File: src/rtl/lbst_pkg.sv
// package: register map, field layout and carriers of the logic block storage section
package lbst_pkg;

   // *******************************************
   // register map (byte addresses)
   // *******************************************
   localparam logic [7:0] LBST_OFS_LUT_LO = 8'h00;
   localparam logic [7:0] LBST_OFS_LUT_HI = 8'h04;
   localparam logic [7:0] LBST_OFS_CFG    = 8'h08;
   localparam logic [7:0] LBST_OFS_ROUTE  = 8'h0c;
   localparam logic [7:0] LBST_OFS_STATUS = 8'h10;

   // *******************************************
   // configuration field positions
   // *******************************************
   localparam int LBST_CFG_LATCH  = 0;
   localparam int LBST_CFG_FALL   = 4;
   localparam int LBST_CFG_CLREN  = 8;
   localparam int LBST_CFG_CEUSE  = 12;
   localparam int LBST_CFG_DISEL  = 16;
   localparam int LBST_CFG_TRI    = 20;
   localparam int LBST_CFG_CYGEN  = 24;
   localparam int LBST_CFG_GSRC   = 28;
   localparam int LBST_CFG_GINV   = 29;

   // status field positions
   localparam int LBST_ST_Q      = 0;
   localparam int LBST_ST_LUT    = 4;
   localparam int LBST_ST_CASC   = 8;
   localparam int LBST_ST_GCLR   = 9;
   localparam int LBST_ST_KEEP   = 10;

   // *******************************************
   // reset values
   // *******************************************
   localparam logic [31:0] LBST_RST_LUT   = 32'h0000_0000;
   localparam logic [31:0] LBST_RST_CFG   = 32'h0000_0f00;
   localparam logic [31:0] LBST_RST_ROUTE = 32'h0000_0000;

   // *******************************************
   // carriers
   // *******************************************
   typedef struct packed {
      logic [7:0]  addr;
      logic [31:0] wdata;
      logic        wr;
      logic        rd;
   } lbst_bus_req_type;

   typedef struct packed {
      logic [3:0]  data;   // value offered by each driver
      logic [15:0] oe;     // per driver: h0, h1, v0, v1 (driver 0 in bits 3:0)
   } lbst_longline_type;

endpackage
File: src/rtl/lbst_block.sv
// logic block: four cells with storage elements, decode cascade and longline drivers
`timescale 1ns/1ps
`default_nettype none
// *******************************************
// How it works
// - each cell's carry mux feeds the next, four cells form one cascade
// - cascade does general decode; per-cell constants choose and-style or or-style
// - global clear, power-up or reconfiguration force every stored output to zero
// - shared active-high asynchronous clear zeroes each element whose clear is enabled, overriding clock
// - clear can be disabled per element; unconnected clear acts as inactive
// - flip-flop loads data on active edge when gate high and clear low
// - latch passes data while polarised clock low, holds while it is high
// - gate low with clear inactive holds every element whose gate is used, whatever clock does
// - unconnected gate counts as always active; gate cannot be inverted
// - one shared clock, each element picks rising or falling edge
// - element data comes from lookup output or bypass input, per element
// - four bypass inputs feed four bypass outputs with no storage
// - each cell has a combinational output always driven by its lookup
// - storage works as registers while lookups compute unrelated functions
// - global clear comes from a pin, optionally inverted, or an internal node
// - each longline driver is a plain buffer or tri-state under shared enable
// - tri-state driver floats when enable control is one, passes when zero
// - each driver reaches up to two horizontal and two vertical longlines
// - each longline has a keeper holding its last level, yielding to drivers
// - lower and upper cell pairs combine into five-input functions
// *******************************************
module lbst_block #(
   parameter int CELLS = 4
) (
   input  wire logic                       clk_i,
   input  wire logic                       rst_i,
   input  wire lbst_pkg::lbst_bus_req_type bus_i,
   output logic [31:0]                     rdata_o,
   input  wire logic [15:0]                lut_in_i,
   input  wire logic [1:0]                 five_sel_i,
   input  wire logic                       cascade_in_i,
   output logic                            cascade_out_o,
   input  wire logic [3:0]                 bypass_input_pin_i,
   output logic [3:0]                      bypass_out_o,
   output logic [3:0]                      comb_out_o,
   output logic [1:0]                      five_input_combiner_o,
   output logic [3:0]                      stored_out_o,
   input  wire logic                       blk_clk_i,
   input  wire logic                       clock_gate_i,
   input  wire logic                       async_clear_input_i,
   input  wire logic                       gclr_pin_i,
   input  wire logic                       gclr_node_i,
   input  wire logic                       shared_output_enable_i,
   input  wire logic [3:0]                 longline_driver_in_i,
   input  wire logic [3:0]                 longline_sense_i,
   output lbst_pkg::lbst_longline_type     longline_o,
   output logic [3:0]                      keeper_level_o
);
   import lbst_pkg::*;

   // the logic below is written for the four-cell block only
   if (CELLS != 4) begin : g_bad_cells
      $error("lbst_block supports exactly four cells");
   end

   // *******************************************
   // lookup evaluation
   // *******************************************
   function automatic logic lut_eval(input logic [15:0] table_bits, input logic [3:0] sel);
      lut_eval = table_bits[sel];
   endfunction

   // *******************************************
   // configuration registers
   // *******************************************
   logic [31:0] lut_lo;
   logic [31:0] lut_hi;
   logic [31:0] cfg;
   logic [31:0] route;
   logic [31:0] rdata;
   logic [31:0] status;

   wire wr_lut_lo = bus_i.wr && (bus_i.addr == LBST_OFS_LUT_LO);
   wire wr_lut_hi = bus_i.wr && (bus_i.addr == LBST_OFS_LUT_HI);
   wire wr_cfg    = bus_i.wr && (bus_i.addr == LBST_OFS_CFG);
   wire wr_route  = bus_i.wr && (bus_i.addr == LBST_OFS_ROUTE);

   // config writes; a write to LBST_OFS_CFG is also how the cells get reconfigured
   always_ff @(posedge clk_i or posedge rst_i) begin
      if (rst_i) begin
         lut_lo <= LBST_RST_LUT;
         lut_hi <= LBST_RST_LUT;
         cfg    <= LBST_RST_CFG;
         route  <= LBST_RST_ROUTE;
      end else begin
         if (wr_lut_lo) lut_lo <= bus_i.wdata;
         if (wr_lut_hi) lut_hi <= bus_i.wdata;
         if (wr_cfg)    cfg    <= bus_i.wdata;
         if (wr_route)  route  <= bus_i.wdata;
      end
   end

   // read mux; unmapped addresses read as zero
   logic [31:0] next_rdata;
   always_comb begin
      case (bus_i.addr)
         LBST_OFS_LUT_LO: next_rdata = lut_lo;
         LBST_OFS_LUT_HI: next_rdata = lut_hi;
         LBST_OFS_CFG:    next_rdata = cfg;
         LBST_OFS_ROUTE:  next_rdata = route;
         LBST_OFS_STATUS: next_rdata = status;
         default:         next_rdata = 32'h0000_0000;
      endcase
   end

   always_ff @(posedge clk_i or posedge rst_i) begin
      if (rst_i) begin
         rdata <= 32'h0000_0000;
      end else begin
         rdata <= bus_i.rd ? next_rdata : 32'h0000_0000;
      end
   end
   assign rdata_o = rdata;

   // *******************************************
   // configuration fields
   // *******************************************
   wire [3:0] latch_mode = cfg[LBST_CFG_LATCH +: 4];
   wire [3:0] fall_pol   = cfg[LBST_CFG_FALL  +: 4];
   wire [3:0] clr_en     = cfg[LBST_CFG_CLREN +: 4];
   wire [3:0] ce_used    = cfg[LBST_CFG_CEUSE +: 4];
   wire [3:0] byp_sel    = cfg[LBST_CFG_DISEL +: 4];
   wire [3:0] tri_mode   = cfg[LBST_CFG_TRI   +: 4];
   wire [3:0] cy_gen     = cfg[LBST_CFG_CYGEN +: 4];
   wire       gclr_src   = cfg[LBST_CFG_GSRC];
   wire       gclr_inv   = cfg[LBST_CFG_GINV];

   // *******************************************
   // lookups, combiners and bypass
   // *******************************************
   logic [3:0] lut_out;
   assign lut_out[0] = lut_eval(lut_lo[15:0],  lut_in_i[3:0]);
   assign lut_out[1] = lut_eval(lut_lo[31:16], lut_in_i[7:4]);
   assign lut_out[2] = lut_eval(lut_hi[15:0],  lut_in_i[11:8]);
   assign lut_out[3] = lut_eval(lut_hi[31:16], lut_in_i[15:12]);

   // lookups stay live whatever the storage elements do
   assign comb_out_o = lut_out;
   // pairs (0,1) and (2,3) widen to five inputs through a 2:1 mux
   assign five_input_combiner_o[0] = five_sel_i[0] ? lut_out[1] : lut_out[0];
   assign five_input_combiner_o[1] = five_sel_i[1] ? lut_out[3] : lut_out[2];
   // feed-through, no storage on the way
   assign bypass_out_o = bypass_input_pin_i;

   // *******************************************
   // decode cascade
   // *******************************************
   // a true lookup passes the chain on; a false one injects the cell's constant,
   // so all-zero constants give and-cascading and all-one give or-cascading
   logic [4:0] casc;
   assign casc[0] = cascade_in_i;
   for (genvar gi = 0; gi < 4; gi++) begin : g_casc
      assign casc[gi+1] = lut_out[gi] ? casc[gi] : cy_gen[gi];
   end
   assign cascade_out_o = casc[4];

   // *******************************************
   // clock, gate and clears
   // *******************************************
   // global clear: pin with optional inversion, or an internal node
   wire gclr = gclr_src ? gclr_node_i : (gclr_pin_i ^ gclr_inv);

   // reconfiguring the storage section counts as reconfiguration
   wire reconf = wr_cfg;

   logic blk_clk_q;
   always_ff @(posedge clk_i or posedge rst_i) begin
      if (rst_i) begin
         blk_clk_q <= 1'b0;
      end else begin
         blk_clk_q <= blk_clk_i;
      end
   end

   wire rise = blk_clk_i & ~blk_clk_q;
   wire fall = ~blk_clk_i & blk_clk_q;

   logic [3:0] next_q;
   logic [3:0] q;
   logic [3:0] clr_eff;
   logic [3:0] ce_eff;
   logic [3:0] load;
   logic [3:0] d_sel;

   for (genvar gi = 0; gi < 4; gi++) begin : g_elem
      // unused clear is inactive, unused gate always active
      assign clr_eff[gi] = async_clear_input_i & clr_en[gi];
      assign ce_eff[gi]  = clock_gate_i | ~ce_used[gi];
      assign d_sel[gi]   = byp_sel[gi] ? bypass_input_pin_i[gi] : lut_out[gi];
      // flip-flop: chosen edge; latch: transparent while polarised clock is low
      assign load[gi] = ce_eff[gi] & (latch_mode[gi]
                        ? ~(blk_clk_i ^ fall_pol[gi])
                        : (fall_pol[gi] ? fall : rise));
      assign next_q[gi] = (gclr | reconf | clr_eff[gi]) ? 1'b0
                          : (load[gi] ? d_sel[gi] : q[gi]);
   end

   // clears are sampled, so they take effect at the next system edge
   always_ff @(posedge clk_i or posedge rst_i) begin
      if (rst_i) begin
         q <= 4'h0;
      end else begin
         q <= next_q;
      end
   end
   assign stored_out_o = q;

   // *******************************************
   // longline drivers and keepers
   // *******************************************
   // enable control high floats a tri-state driver; plain buffers always drive
   logic [15:0] ll_oe;
   for (genvar gi = 0; gi < 4; gi++) begin : g_lldrv
      wire drive = ~tri_mode[gi] | ~shared_output_enable_i;
      assign ll_oe[gi*4 +: 4] = route[gi*4 +: 4] & {4{drive}};
   end
   assign longline_o.data = longline_driver_in_i;
   assign longline_o.oe   = ll_oe;

   // keepers track the resolved line, so any active driver wins over them;
   // a line that must read high when free needs a user driver for it
   logic [3:0] keeper;
   always_ff @(posedge clk_i or posedge rst_i) begin
      if (rst_i) begin
         keeper <= 4'h0;
      end else begin
         keeper <= longline_sense_i;
      end
   end
   assign keeper_level_o = keeper;

   // *******************************************
   // status
   // *******************************************
   always_comb begin
      status = 32'h0000_0000;
      status[LBST_ST_Q    +: 4] = q;
      status[LBST_ST_LUT  +: 4] = lut_out;
      status[LBST_ST_CASC]      = casc[4];
      status[LBST_ST_GCLR]      = gclr;
      status[LBST_ST_KEEP +: 4] = keeper;
   end
endmodule
`default_nettype wire

File: config.mk
export PLATFORM = sky130hd
export DESIGN_NAME = lbst_block
export DESIGN_NICKNAME = d
export VERILOG_FILES = /design/src/rtl/lbst_pkg.sv /design/src/rtl/lbst_block.sv
export SDC_FILE = /design/constraint.sdc
export NUM_CORES = 1
export LEC_CHECK = 0
export BUFFER_PORTS_ARGS = -buffer_cell sky130_fd_sc_hd__buf_4
export CAP_MARGIN = 20
export CELL_PAD_IN_SITES_DETAIL_PLACEMENT = 1
export CELL_PAD_IN_SITES_GLOBAL_PLACEMENT = 1
export CORE_MARGIN = 1
export CORE_UTILIZATION = 39
export CTS_BUF_LIST = sky130_fd_sc_hd__clkbuf_8
export DETAILED_ROUTE_END_ITERATION = 7
export PLACE_DENSITY = 0.69
export SLEW_MARGIN = 20
export SYNTH_ARGS = -nofsm -noshare
export SYNTH_HDL_FRONTEND = slang
export SYNTH_SLANG_ARGS = --single-unit
File: constraint.sdc
create_clock -name clk_i -period 6 [get_ports clk_i]
set_clock_uncertainty 0.1 [all_clocks]
set_input_delay 0.9 -clock clk_i [delete_from_list [all_inputs] [get_ports clk_i]]
set_output_delay 0.9 -clock clk_i [all_outputs]
set_load 0.005 [all_outputs]
After elaboration in Yosys (flattened, before gate mapping)
Index checks and enable logic that the tools add are counted.
Cells by class
  equal/unequal tests: 4
  bitwise operators: 47
  muxes and demuxes: 37
  reductions and logical operators: 9
  order comparisons: 4
Operator list (number)
  32-bit one-hot mux with 5 select lines: 1
  32-bit two-way mux: 1
  1-bit two-way mux: 31
  4-bit by 5-bit less-than comparator with 1-bit output, second input constant: 4
  4-bit bitwise AND: 4
  1-bit binary-select mux with 4-bit select: 4
  8-bit by 4-bit == test with 1-bit output, second input constant: 2
  1-bit inverter: 15
  1-bit OR: 13
  1-bit bitwise AND: 10
  8-bit by 3-bit == test with 1-bit output, second input constant: 1
  8-bit by 5-bit == test with 1-bit output, second input constant: 1
  8-bit zero test: 1
  2-bit nonzero test: 4
  1-bit bitwise XOR: 5
  1-bit logical AND: 4
Storage, ports and cells
  flip-flop bits (word level): 169
  bits of input ports: 81
  word-level logic and storage cells: 112
  output and inout bits: 71

Logic depth before layout (Yosys ltp)
  word-level depth: 8
  mapped depth: 7
  gate-level depth less buffers: 6

Least setup slack after synthesis
Ideal clock, no wire load.
  path type: input port to output port
  start: input lut_in_i[3]
  end: output cascade_out_o
  required time: 5.000 ns
  slack: 2.590 ns
  stages: 5
  data arrival time: 2.410 ns
  path through: mux4_1 mux4_2 a211o_1 nand3_2 nand2_1
Between the ends
  word-level cells in the longest chain between the ends: 6
RTL lines
  start: declaration: RTL line lbst_block.sv:34  | input wire logic [15:0] lut_in_i,
  1-bit binary-select mux with 4-bit select: RTL line lbst_block.sv:65  | lut_eval = table_bits[sel];
  1-bit two-way mux (implied by the code): RTL line lbst_block.sv:65
  via comb_out_o[0]: RTL line lbst_block.sv:40  | output logic [3:0] comb_out_o,
  1-bit two-way mux (4 in series): RTL line lbst_block.sv:158  | assign casc[gi+1] = lut_out[gi] ? casc[gi] : cy_gen[gi];
  end: declaration: RTL line lbst_block.sv:37  | output logic cascade_out_o,
The timed path passes the listed nets, and every way through them passes these cells. The select of a mux whose other input is x is not followed.

Final worst setup path
  start: input lut_in_i[14]
  end: output cascade_out_o
Between the ends
  word-level cells in the longest chain between the ends: 3
RTL lines (RTL line)
  1-bit binary-select mux with 4-bit select: lbst_block.sv:65
  1-bit two-way mux (implied by the code): lbst_block.sv:65
  1-bit two-way mux: lbst_block.sv:158
No other way between the ends. The select of a mux whose other input is x is not followed.

==> impl_metrics.py <==
metrics = {
    "power": {
        "peakVddDrop_v": 0.000143,
        "p_sw_mw": 0.587,
        "powerDensity_nw_per_um2": 246,
        "p_int_mw": 1.82,
        "p_clk_share_pct": 38.3,
        "power_frac_comb_pct": 10.6,
        "power_frac_seq_pct": 51.1,
        "power_leakage_nw": 4.80,
        "finalPower_mw": 2.41,
        "netSwitchingFraction_pct": 24.4,
    },
    "routing": {
        "detail_route.wirelength_mm": 25.5,
        "first_iter_violations": 423,
        "drc": 2,
        "via_per_inst": 5.66,
        "routedWlPerCell_um": 24.5,
        "vias": 5892,
        "first_pass_iters": 6,
        "drtAntennaViolNets": 0,
    },
    "min_path": {
        "min_path_type": "primary input to asynchronous set/reset pin",
    },
    "sta": {
        "whs_ps": 292,
        "finalCritPeriodShare_pct": 64.7,
        "finalHoldViolCount": 0,
        "slew_viol_final": 0,
        "worst_pin_slew_ps": 968,
        "setup-tns-final_ps": 0,
        "clock.fmax_mhz": 257,
        "rsz0062_at_grt": "no",
        "period_needed_ps": 3880,
        "setup_violations": 0,
        "slew_headroom_pct": 35.3,
    },
    "floorplan": {
        "die_area_um2": 21200,
        "start_util_pct": 39.7,
        "rows": 52,
        "coreArea_um2": 20200,
        "die_h_um": 146,
        "die_w_um": 146,
        "ioPinCount": 152,
    },
    "place": {
        "gp_congestion": 0.890,
        "dp_hpwl_mm": 18.2,
        "io_buffers": 143,
    },
    "clock_network": {
        "clockRootBuffer": "clkbuf_8",
        "clk_pin_slew_ps": 90,
        "hold_buffers": 0,
        "insertion_delay_ps": 470,
        "htree_levels": 4,
        "cts_made_buffers": 17,
        "post_cts_buffers": 0,
        "cts_tree": "done",
        "cts_max_path_buffers": 2,
        "post_cts_resized": 0,
        "cts_sinks": 169,
    },
    "critical_path": {
        "crit_path_max_fanout": 5,
        "critPathKind": "primary input to primary output",
        "cp-end-kind": "primary output",
        "path_cells": "buf_4 -> mux4_2 -> mux2_2 -> mux2i_1 -> inv_1 -> o21ai_0 -> nand2_1 -> buf_4",
        "cpMaxStageDelayCell": "mux4_2",
        "arrival_ps": 2880,
        "cp-start-kind": "primary input",
        "cp.required_ps": 5000,
        "cpMostUsedCell": "buf_4",
        "slowest_delay_ps": 500,
        "r2r_cells": 6,
    },
    "run_status": {
        "status": "finished with violations",
        "violations": "DRC",
    },
    "yosys": {
        "synth_warnings": 0,
        "netlist_instances": 625,
        "yosysUniqueCellTypes": 43,
        "netlist_area_um2": 8040,
        "synth_edf_count": 0,
        "synth_fp_nets": 706,
        "dominantRegCellSynth": "dfrtp_1",
        "synth-async-reset-ratio_pct": 100,
        "synth-seq-cells": 169,
        "yosysSeqAreaShare_pct": 52.7,
        "syn_avg_cell_area_um2": 12.9,
    },
    "global_route": {
        "met1_usage_pct": 33.9,
        "gr-total-overflow": 0,
        "grt_use_met2_pct": 41.4,
        "grt_max_degree": 110,
        "grt_pass1_wl_mm": 39.4,
        "antenna_found_initial": 1,
        "grt_pass1_vias": 6348,
        "gr-max-usage-layer": "met2",
        "grt.met3_usage_pct": 3.92,
        "track_usage_pct": 25.2,
    },
    "run": {
        "max_cap_viol_count": 0,
    },
    "layout": {
        "final_util_pct": 48.5,
        "drive_gt1_share_pct": 44.3,
        "layout.nets": 838,
        "area_growth_pct": 22.0,
    },
}
## cells in the final DEF, fill, tap and decap left out, types with 2 or more instances in the layout
cell         n
a211oi_1    10
a21oi_1     24
a221oi_1     3
a22o_1       3
a22oi_1     26
and2_1      19
buf_4      153
bufinv_16    5
clkbuf_8    19
clkinv_2     2
dfrtp_1    165
dfstp_2      4
inv_1       11
mux2_1       3
mux2_2     133
mux2i_1     33
mux4_1       4
mux4_2      16
nand2_1     29
nand2_2      2
nand2b_1     7
nand3_1      5
nor2_1      41
nor2b_1      3
nor3_1       2
nor3b_1      4
o21ai_0     22
xor2_1       4
## synth_stat cells (all sizes together), types with 3 or more instances
cell	number	area share [%]
a211oi	10	0.93
a21oi	24	1.5
a221oi	3	0.33
a22o	3	0.33
a22oi	26	2.4
and2	19	1.5
buf	23	1.7
clkbuf	18	0.84
dfrtp	165	51
dfstp	4	1.3
inv	7	0.33
mux2	136	19
mux2i	33	4.1
mux4	20	5.8
nand2	31	1.5
nand2b	7	0.54
nand3	6	0.44
nor2	41	1.9
nor2b	3	0.23
nor3	3	0.33
nor3b	4	0.37
o21ai	22	1.4
xor2	4	0.44
## power by group through the flow
stage | logic [mW] | clock network [mW] | registers [mW]
floorplan | 0.138 | 0 | 1.23
global placement | 0.247 | 0 | 1.25
detailed placement | 0.255 | 0 | 1.25
CTS | 0.257 | 0.942 | 1.23
global route | 0.277 | 0.980 | 1.24
finish | 0.257 | 0.922 | 1.23
## per-layer routing
metal  wire length [um]  vias to the layer above  part of all wire [%]
met2              12600                      169                    49
met3               1160                       33                   4.5
met5                  0                        -                     0
li1                   -                     2542                     -
met1              11200                     3148                    44
met4                582                        0                   2.3
## layout make-up
| type | count | area (um2) |
|---|---|---|
| Fill cell | 2103 | 10400 |
| Sequential cell | 169 | 4230 |
| Multi-Input combinational cell | 408 | 3580 |
| Timing Repair Buffer | 154 | 1180 |
| Tap cell | 270 | 338 |
| Clock buffer | 19 | 262 |
| Clock inverter | 13 | 188 |
| Inverter | 7 | 31.3 |
| Antenna cell | 1 | 2.50 |
## worst paths after layout
path | startpoint | to | slack [ps]
setup reg to reg | lut_lo[8]$_DFFE_PP0P_ | rdata_o[8]$_DFF_PP0_ | 3600
setup / recovery | lut_in_i[14] | cascade_out_o | 2120
max in group asynchronous | rst_i | lut_hi[27]$_DFFE_PP0P_ | 3960
hold reg to reg | route[29]$_DFFE_PP0P_ | route[29]$_DFFE_PP0P_ | 410
hold / removal | rst_i | rdata_o[9]$_DFF_PP0_ | 290
min in group clk_i | route[29]$_DFFE_PP0P_ | route[29]$_DFFE_PP0P_ | 410
## flip-flops by register name, indices dropped and copies added (netlist names)
| register | flops |
|---|---|
| cfg | 32 |
| lut_hi | 32 |
| lut_lo | 32 |
| rdata_o | 32 |
| route | 32 |
| keeper_level_o | 4 |
| stored_out_o | 4 |
| blk_clk_q | 1 |
## critical path: cells and delay by family
kind	cells	cell delay (ps)
compound gates	1	280
buf+inv	3	390
mux	3	1180
simple gates	1	130
## kinds of logic (layout without fill, tap and decap cells)
family | Yosys count | count (layout) | synth area share, %
compound gates | 96 | 96 | 7.80
flops | 169 | 169 | 52.7
xor+xnor | 5 | 5 | 0.545
other cells | 0 | 1 | 0
simple gates | 118 | 118 | 7.18
mux | 189 | 189 | 29.0
buf+inv | 48 | 193 | 2.83
## metrics by stage
step                      setup slack [ps]  area, um2  std cells
final                                 2120       9810       1041
after global routing                  1930       9810       1040
after CTS                             2090       9780       1039
after detailed placement              2060       9330       1007
after floorplan                        432       8040        625
after global placement                2070       9330       1007
Note: power is estimated with default switching activity, not from simulation.
